[src/verilog/lcd_refresh_pkg.sv]
// Constants shared by the LCD refresh engine and its word buffer.
// Assumes a 200 MHz system clock and a fixed 128 x 128 monochrome panel.
package lcd_refresh_pkg;

   // ==========================================================================
   // Raster and frame buffer
   localparam int          WORD_W       = 32;
   localparam int          NIB_W        = 4;
   localparam int          FB_WORDS     = 512;
   localparam int          FB_IDX_W     = 9;
   localparam int          ROW_PIXELS   = 128;
   localparam int          ROW_COUNT    = 128;
   localparam logic [4:0]  LAST_NIB_COL = 5'h1f;
   localparam logic [6:0]  LAST_ROW     = 7'h7f;
   localparam logic [2:0]  LAST_NIB     = 3'h7;
   localparam logic [31:0] FB_BASE      = 32'h0000_0000;

   // ==========================================================================
   // Fetch and buffering
   localparam int          REFRESH_DEPTH = 3;
   localparam int          SKID_DEPTH    = 2;
   localparam int          BURST_WORDS   = 2;
   localparam logic [1:0]  ROOM_LEVEL    = 2'h1;

   // ==========================================================================
   // Timing: one column shift slot of at most 16 MHz.
   localparam int          CLK_PERIOD_PS   = 5000;
   localparam int          SHIFT_PERIOD_PS = 62500;
   localparam int          SHIFT_CYC       = (SHIFT_PERIOD_PS + CLK_PERIOD_PS - 1)
                                             / CLK_PERIOD_PS;
   localparam logic [3:0]  SHIFT_LAST      = 4'(SHIFT_CYC - 1);
   localparam logic [3:0]  SHIFT_HALF      = 4'(SHIFT_CYC / 2);

   // ==========================================================================
   // Fetch state machine, Gray coded along idle -> request -> transfer.
   typedef enum logic [1:0]
   {
      FETCH_IDLE = 2'h0,
      FETCH_REQ  = 2'h1,
      FETCH_XFER = 2'h3
   } fetch_state_type;

endpackage

[src/verilog/word_fifo.sv]
// Small register-based FIFO with valid/ready on both sides.
// Assumes both sides run on the system clock; data sits in flip-flops.
module word_fifo
#(
   parameter int WIDTH = 32,
   parameter int DEPTH = 3
)
(
   // Clock and reset
   input  wire logic                       clk_sys_in,
   input  wire logic                       rstn_in,
   // Fill side
   input  wire logic                       in_valid_in,
   output wire logic                       in_ready_out,
   input  wire logic [WIDTH-1:0]           in_data_in,
   // Drain side
   output wire logic                       out_valid_out,
   input  wire logic                       out_ready_in,
   output wire logic [WIDTH-1:0]           out_data_out,
   // Fill level
   output wire logic [$clog2(DEPTH+1)-1:0] level_out
);
   localparam int PW = (DEPTH > 1) ? $clog2(DEPTH) : 1;
   localparam int CW = $clog2(DEPTH + 1);

   logic [WIDTH-1:0] mem_ff [DEPTH];
   logic [PW-1:0]    wr_ptr_ff;
   logic [PW-1:0]    rd_ptr_ff;
   logic [CW-1:0]    count_ff;
   wire              push;
   wire              pop;
   wire  [PW-1:0]    nxt_wr_ptr;
   wire  [PW-1:0]    nxt_rd_ptr;

   assign in_ready_out  = (count_ff != CW'(DEPTH));
   assign out_valid_out = (count_ff != '0);
   assign out_data_out  = mem_ff[rd_ptr_ff];
   assign level_out     = count_ff;
   assign push          = in_valid_in && in_ready_out;
   assign pop           = out_valid_out && out_ready_in;
   assign nxt_wr_ptr    = (wr_ptr_ff == PW'(DEPTH - 1)) ? '0 : wr_ptr_ff + 1'b1;
   assign nxt_rd_ptr    = (rd_ptr_ff == PW'(DEPTH - 1)) ? '0 : rd_ptr_ff + 1'b1;

   always_ff @(posedge clk_sys_in)
   begin
      if (push)
      begin
         mem_ff[wr_ptr_ff] <= in_data_in;
      end
   end

   always_ff @(posedge clk_sys_in)
   begin
      if (!rstn_in)
      begin
         wr_ptr_ff <= '0;
         rd_ptr_ff <= '0;
         count_ff  <= '0;
      end
      else
      begin
         if (push)
         begin
            wr_ptr_ff <= nxt_wr_ptr;
         end
         if (pop)
         begin
            rd_ptr_ff <= nxt_rd_ptr;
         end
         count_ff <= count_ff + CW'(push) - CW'(pop);
      end
   end

endmodule // word_fifo

[src/verilog/lcd_refresh_controller.sv]
// LCD refresh engine: fetches the frame buffer over the module bus and
// streams it to the column and row driver chips.
// Assumes the module bus, the CPU request and the driver chips share clk_sys_in.
//
// Behaviour
// - fixed 128 x 128 raster, nothing programmable
// - bus master, fetches without CPU help
// - fetched words enter FIFO by burst
// - shift whole words out, four bits per column shift clock
// - next word loaded when shift register empties, unless a line latch is due or no word is buffered
// - every fetch is exactly two consecutive words
// - three-word FIFO, fetch about every microsecond
// - frame buffer is 512 words of 32 pixels
// - word MSB is leftmost pixel
// - four column data lines plus shift clock
// - scan start, row clock, latch, frame outputs
// - rotating arbiter between CPU and refresh
module lcd_refresh_controller
(
   // Clock and reset
   input  wire logic        clk_sys_in,
   input  wire logic        rstn_in,
   // Module bus arbitration
   input  wire logic        cpu_req_in,
   output wire logic        cpu_gnt_out,
   // Module bus read master
   output wire logic        bus_rd_out,
   output wire logic [31:0] bus_addr_out,
   input  wire logic        bus_ack_in,
   input  wire logic [31:0] bus_data_in,
   // Column driver
   output wire logic [3:0]  col_drv_data_out,
   output wire logic        col_drv_shift_clk_out,
   // Row driver and panel
   output wire logic        line_latch_pulse_out,
   output wire logic        row_drv_shift_clk_out,
   output wire logic        row_scan_start_out,
   output wire logic        frame_signal_out
);
   import lcd_refresh_pkg::*;

   // =========================================================================
   // Arbiter and fetch state
   fetch_state_type              state_ff;
   fetch_state_type              nxt_state;
   logic                         cpu_own_ff;
   logic                         lcd_own_ff;
   logic                         last_lcd_ff;
   logic                         beat_ff;
   logic [FB_IDX_W-1:0]          idx_ff;
   wire                          lcd_req;
   wire                          bus_free;
   wire                          pick_lcd;
   wire                          pick_cpu;
   wire                          burst_done;
   wire                          room;
   wire  [1:0]                   refresh_level;
   wire                          refresh_in_ready;
   wire                          word_taken;

   // A fresh burst is asked for the moment two words fit, hiding grant latency.
   assign room       = (refresh_level <= ROOM_LEVEL);
   assign lcd_req    = (state_ff == FETCH_REQ);
   assign bus_free   = !cpu_own_ff && !lcd_own_ff;
   assign pick_lcd   = bus_free && lcd_req && (!cpu_req_in || !last_lcd_ff);
   assign pick_cpu   = bus_free && cpu_req_in && !pick_lcd;
   assign word_taken = (state_ff == FETCH_XFER) && bus_ack_in;
   assign burst_done = word_taken && beat_ff;
   assign cpu_gnt_out  = cpu_own_ff;
   assign bus_rd_out   = (state_ff == FETCH_XFER);
   assign bus_addr_out = FB_BASE + {21'h0, idx_ff, 2'h0};

   always_comb
   begin
      nxt_state = state_ff;
      case (state_ff)
         FETCH_IDLE: if (room) nxt_state = FETCH_REQ;
         FETCH_REQ:  if (lcd_own_ff) nxt_state = FETCH_XFER;
         FETCH_XFER: if (burst_done) nxt_state = FETCH_IDLE;
         default:    nxt_state = FETCH_IDLE;
      endcase
   end

   always_ff @(posedge clk_sys_in)
   begin
      if (!rstn_in)
      begin
         state_ff    <= FETCH_IDLE;
         cpu_own_ff  <= 1'b0;
         lcd_own_ff  <= 1'b0;
         last_lcd_ff <= 1'b0;
         beat_ff     <= 1'b0;
         idx_ff      <= '0;
      end
      else
      begin
         state_ff   <= nxt_state;
         cpu_own_ff <= pick_cpu || (cpu_own_ff && cpu_req_in);
         lcd_own_ff <= pick_lcd || (lcd_own_ff && !burst_done);
         if (pick_lcd || pick_cpu)
         begin
            last_lcd_ff <= pick_lcd;
         end
         if (word_taken)
         begin
            beat_ff <= !beat_ff;
            idx_ff  <= idx_ff + 1'b1;
         end
      end
   end

   // =========================================================================
   // Word buffers: refresh FIFO then a two-entry skid buffer to the shifter.
   wire              mid_valid;
   wire              mid_ready;
   wire  [31:0]      mid_data;
   wire              word_valid;
   wire              word_ready;
   wire  [31:0]      word_data;

   word_fifo #(.WIDTH(WORD_W), .DEPTH(REFRESH_DEPTH)) refresh_fifo
   (
      .clk_sys_in    (clk_sys_in),
      .rstn_in       (rstn_in),
      .in_valid_in   (word_taken),
      .in_ready_out  (refresh_in_ready),
      .in_data_in    (bus_data_in),
      .out_valid_out (mid_valid),
      .out_ready_in  (mid_ready),
      .out_data_out  (mid_data),
      .level_out     (refresh_level)
   );

   word_fifo #(.WIDTH(WORD_W), .DEPTH(SKID_DEPTH)) skid_fifo
   (
      .clk_sys_in    (clk_sys_in),
      .rstn_in       (rstn_in),
      .in_valid_in   (mid_valid),
      .in_ready_out  (mid_ready),
      .in_data_in    (mid_data),
      .out_valid_out (word_valid),
      .out_ready_in  (word_ready),
      .out_data_out  (word_data),
      .level_out     ()
   );

   // =========================================================================
   // Shift engine. Each slot is SHIFT_CYC clocks; a slot either sends one
   // nibble or, after 32 nibbles, pulses the line latch. If no word is there
   // the slot idles, so a starved bus stalls the picture instead of tearing it.
   logic [3:0]  phase_ff;
   logic [31:0] shreg_ff;
   logic [2:0]  nib_left_ff;
   logic [4:0]  col_ff;
   logic [6:0]  row_ff;
   logic        line_end_ff;
   logic        active_ff;
   logic        latch_ff;
   logic        scan_ff;
   logic        frame_ff;
   logic [3:0]  data_ff;
   wire         tick;
   wire         shifting;
   wire         do_latch;
   wire         do_load;

   assign tick       = (phase_ff == SHIFT_LAST);
   assign shifting   = tick && (nib_left_ff != 3'h0);
   assign do_latch   = tick && (nib_left_ff == 3'h0) && line_end_ff;
   assign word_ready = tick && (nib_left_ff == 3'h0) && !line_end_ff;
   assign do_load    = word_ready && word_valid;
   assign col_drv_data_out      = data_ff;
   assign col_drv_shift_clk_out = active_ff && (phase_ff >= SHIFT_HALF);
   assign line_latch_pulse_out  = latch_ff;
   assign row_drv_shift_clk_out = latch_ff;
   assign row_scan_start_out    = scan_ff;
   assign frame_signal_out      = frame_ff;

   always_ff @(posedge clk_sys_in)
   begin
      if (!rstn_in)
      begin
         phase_ff    <= '0;
         shreg_ff    <= '0;
         nib_left_ff <= '0;
         col_ff      <= '0;
         row_ff      <= '0;
         line_end_ff <= 1'b0;
         active_ff   <= 1'b0;
         latch_ff    <= 1'b0;
         scan_ff     <= 1'b0;
         frame_ff    <= 1'b0;
         data_ff     <= '0;
      end
      else
      begin
         phase_ff <= tick ? 4'h0 : phase_ff + 1'b1;
         if (tick)
         begin
            active_ff <= shifting || do_load;
            latch_ff  <= do_latch;
            scan_ff   <= do_latch && (row_ff == LAST_ROW);
         end
         if (do_load)
         begin
            data_ff     <= word_data[31:28];
            shreg_ff    <= {word_data[27:0], 4'h0};
            nib_left_ff <= LAST_NIB;
         end
         else if (shifting)
         begin
            data_ff     <= shreg_ff[31:28];
            shreg_ff    <= {shreg_ff[27:0], 4'h0};
            nib_left_ff <= nib_left_ff - 1'b1;
         end
         if (do_load || shifting)
         begin
            col_ff <= col_ff + 1'b1;
            if (col_ff == LAST_NIB_COL)
            begin
               line_end_ff <= 1'b1;
            end
         end
         if (do_latch)
         begin
            line_end_ff <= 1'b0;
            row_ff      <= row_ff + 1'b1;
            if (row_ff == LAST_ROW)
            begin
               frame_ff <= !frame_ff;
            end
         end
      end
   end
endmodule // lcd_refresh_controller

[config.mk]
export PLATFORM = sky130hd
export DESIGN_NAME = lcd_refresh_controller
export DESIGN_NICKNAME = d
export VERILOG_FILES = /design/src/verilog/lcd_refresh_pkg.sv /design/src/verilog/word_fifo.sv /design/src/verilog/lcd_refresh_controller.sv
export SDC_FILE = /design/constraint.sdc
export NUM_CORES = 1
export LEC_CHECK = 0
export BUFFER_PORTS_ARGS = -buffer_cell sky130_fd_sc_hd__buf_2
export CORE_UTILIZATION = 55
export CTS_CLUSTER_DIAMETER = 200
export DETAILED_ROUTE_END_ITERATION = 8
export PLACE_DENSITY = 0.74
export SLEW_MARGIN = 15
export SYNTH_ARGS = -nofsm -noshare
export SYNTH_HDL_FRONTEND = slang
export SYNTH_SLANG_ARGS = --single-unit
[constraint.sdc]
create_clock -name clk_sys_in -period 9.98 [get_ports clk_sys_in]
set_input_delay 0.998 -clock clk_sys_in [delete_from_list [all_inputs] [get_ports clk_sys_in]]
set_output_delay 0.998 -clock clk_sys_in [all_outputs]
set_load 0.03 [all_outputs]
==> results.md <==
* Outcome: completed
* WP data required at 8.98 ns
* Clock latency on the worst-skew pair at 0.51 ns
* Setup-failing EPs final at 0
* Critical path's largest stage delay at 0.41 ns
* Clock root cell: clkbuf_16
* Final Hold Fails at 0
* Buffer count from post-CTS setup fixing at 0
* Avg Cell Area, Syn at 13.2 sq um
* Initial Utilization at 57.0%
* Max Freq at 371 MHz
* Area delta synth->final at 12.3%
* Antenna Violating Nets Remaining at 0
* Drt total wl at 15600 microns
* Overall Global Routing Usage at 18.0%
* Footprint of the multi-input gates at 0.00277 sq mm
* Cell area after placement at 0.00994 sq mm
* Die Area at 0.0180 sq mm
* Crit Path Category: reg -> out
* Top cells by count, synth: edfxtp_1 (160), dfxtp_1 (84), nand2_1 (84), nand3_1 (38), nor2_1 (38)
* Clock transition at path regs at 0.06 ns
* Slew @ Worst Pin at 1.03 ns
* Period utilization at 27.0%
* Seq. cell area at 0.00649 sq mm
* Setup Total Neg Slack at 0 ns
* Critical path arrival at 1.70 ns
* Post-synthesis sequential area ratio at 67.7%
* Final Instance Area at 0.0108 sq mm
* Critical path fanouts, max at 5
* Hpwl dp at 9790 microns
* Final worst slack at 7.29 ns
* Syn Inst Count at 728
* Post_cts resized at 0
* Initial DRC count at 227
* HP Class: reg -> reg
* First drt pass iteration count at 4
* Maximum VDD drop at 0.154 mV
* Worst Skew at 0.0176 ns
* Clk sinks at 244
* Yosys warnings at 0
* TritonCTS clock tree: yes
* First-pass GRT wire length at 26200 microns
* CTS buffer count at 24
* IO Pins at 79
* Cell Rows at 47
* Largest net degree at the start of global routing at 80
* Core area at 0.0168 sq mm
* Worst setup EP type: output pin
* DRC at 0
* Vias per Instance at 5.46
* Final Max Slew Viols at 0
* Synth top area share at 50.1%
* Most numerous cell in the Yosys netlist: edfxtp_1
* CTS Buffer Depth at 3
* Grt total ovfl at 0
* Routed WL per cell at 15.4 microns
* Nets at 826
* Max cap viols at 0
* Die width at 134 microns
* H-tree depth at 1
* GPL Wtd Cong at 0.766
* Synth unique cells at 48
* # port buffers at 55
* Post-CTS Hold Buffers at 0
* Most used cell, CP: o21a_1
* Ordered cell list for the critical path: inv_1 > ha_1 > o21a_1 > o21a_1 > buf_2
* Pleak at 3.75 nW
* Post-layout util at 64.0%
* Number of global-route vias before repair at 5550
* Die Y at 134 microns
* Initial antenna violation count at 0
* Via Count at 5542
* # diodes at 0
* Fraction of layout cells with a size suffix above 1 at 18.9%
* Post-synthesis async set-or-reset flop share at 0%
* Startpoint Class: flop
* Synth area leader: edfxtp_1
* Dpl ws at 7.01 ns
* Cell area power density at 231 mW/mm^2
* Primary FF master, synth: edfxtp_1
* Synth area leaders: edfxtp_1 (50%), dfxtp_1 (18%), mux2_2 (3.8%)
* Syn Std Cell Area at 0.00959 sq mm
* Slew headroom at 31.3%
* CP max stage cell: dfxtp_1
* Post-synth EDFFs at 160
* RSZ-0062 raised after global routing: no
* Fillers at 1255
* Post-layout min period at 2.69 ns
* Flop and latch count out of synthesis at 244
-- final cells by class --
type	count	area share (%)
clock buffers	37	6.80
clock inverters	7	0.883
inverters	17	0.593
flip-flops and latches	244	60.2
multi-input cells	425	25.7
well taps	220	2.56
repair buffers	65	3.25
-- report_power, final --
part | internal (W) | switching [W]
Combinational | 0.000120 | 0.000189
Sequential | 0.00122 | 0.0000546
Clock | 0.000557 | 0.000350
Total | 0.00190 | 0.000594
-- placed cells by master, fill, tap and decap left out, types with 10 or more instances in the layout --
cell	Yosys	final
o21ai_0	36	36
a21oi_1	14	14
nor2_1	38	36
edfxtp_1	160	160
mux2i_1	34	34
dfxtp_1	84	83
inv_1	17	16
o221ai_1	28	28
mux2_2	32	32
conb_1	1	23
clkbuf_16	0	25
nand2_1	84	84
buf_2	14	55
nand3_1	38	38
ha_1	13	13
xnor2_1	18	18
buf_4	29	10
-- worst max-delay path: cells and delay by family, from the launching register on --
kind                     cells  cell delay, ns
AO/OA/AOI/OAI                2            0.32
buffers and inverters        2            0.27
flip-flops                   1            0.41
adder cells (fa/ha/maj)      1            0.20
-- metal layers --
metal  up-vias  track usage, %  wire [microns]
met5         -               0               0
met4         0            6.43             459
met1      2652            22.8            6790
met3        42            3.02             600
met2       144            31.4            7790
li1       2704               -               -
-- stage by stage --
step | power, W | cells | hold slack [ns]
finish | 0.00249 | 1015 | 0.473
global route | 0.00260 | 1015 | 0.499
CTS | 0.00252 | 1015 | 0.474
detailed placement | 0.00161 | 971 | 0.466
global placement | 0.00160 | 971 | 0.450
floorplan | 0.00152 | 750 | 0.436
-- sequential cells by signal (all words and copies together) (netlist names), 3 cells and up, named ones only --
| signal | count |
|---|---|
| skid_fifo.mem_ff | 64 |
| row_ff | 7 |
| refresh_fifo.mem_ff | 96 |
| shreg_ff | 28 |
| phase_ff | 4 |
| col_drv_data_out | 4 |
| col_ff | 5 |
| nib_left_ff | 3 |
| idx_ff | 9 |
-- cell families (layout without fill, tap and decap cells) --
logic type | after synthesis | count (layout) | share of synthesized area (%)
other | 1 | 23 | 0.0391
AO/OA/AOI/OAI | 101 | 101 | 7.01
flip-flops | 244 | 244 | 67.7
XOR/XNOR | 23 | 23 | 2.10
multiplexers | 66 | 66 | 7.31
buffers and inverters | 81 | 126 | 4.57
AND/OR/NAND/NOR | 199 | 199 | 9.61
adder cells (fa/ha/maj) | 13 | 13 | 1.70
-- worst paths after layout --
kind | slack [ns] | start | endpoint | cells past startpoint
min | 0.47 | shreg_ff[4] | shreg_ff[4] | 2
max reg2reg | 7.52 | phase_ff[0] | skid_fifo.level_out[1] | 11
min reg2reg | 0.47 | shreg_ff[4] | shreg_ff[4] | 2
max | 7.29 | phase_ff[0] | col_drv_shift_clk_out | 5
Power figures use the tool's default switching activity.
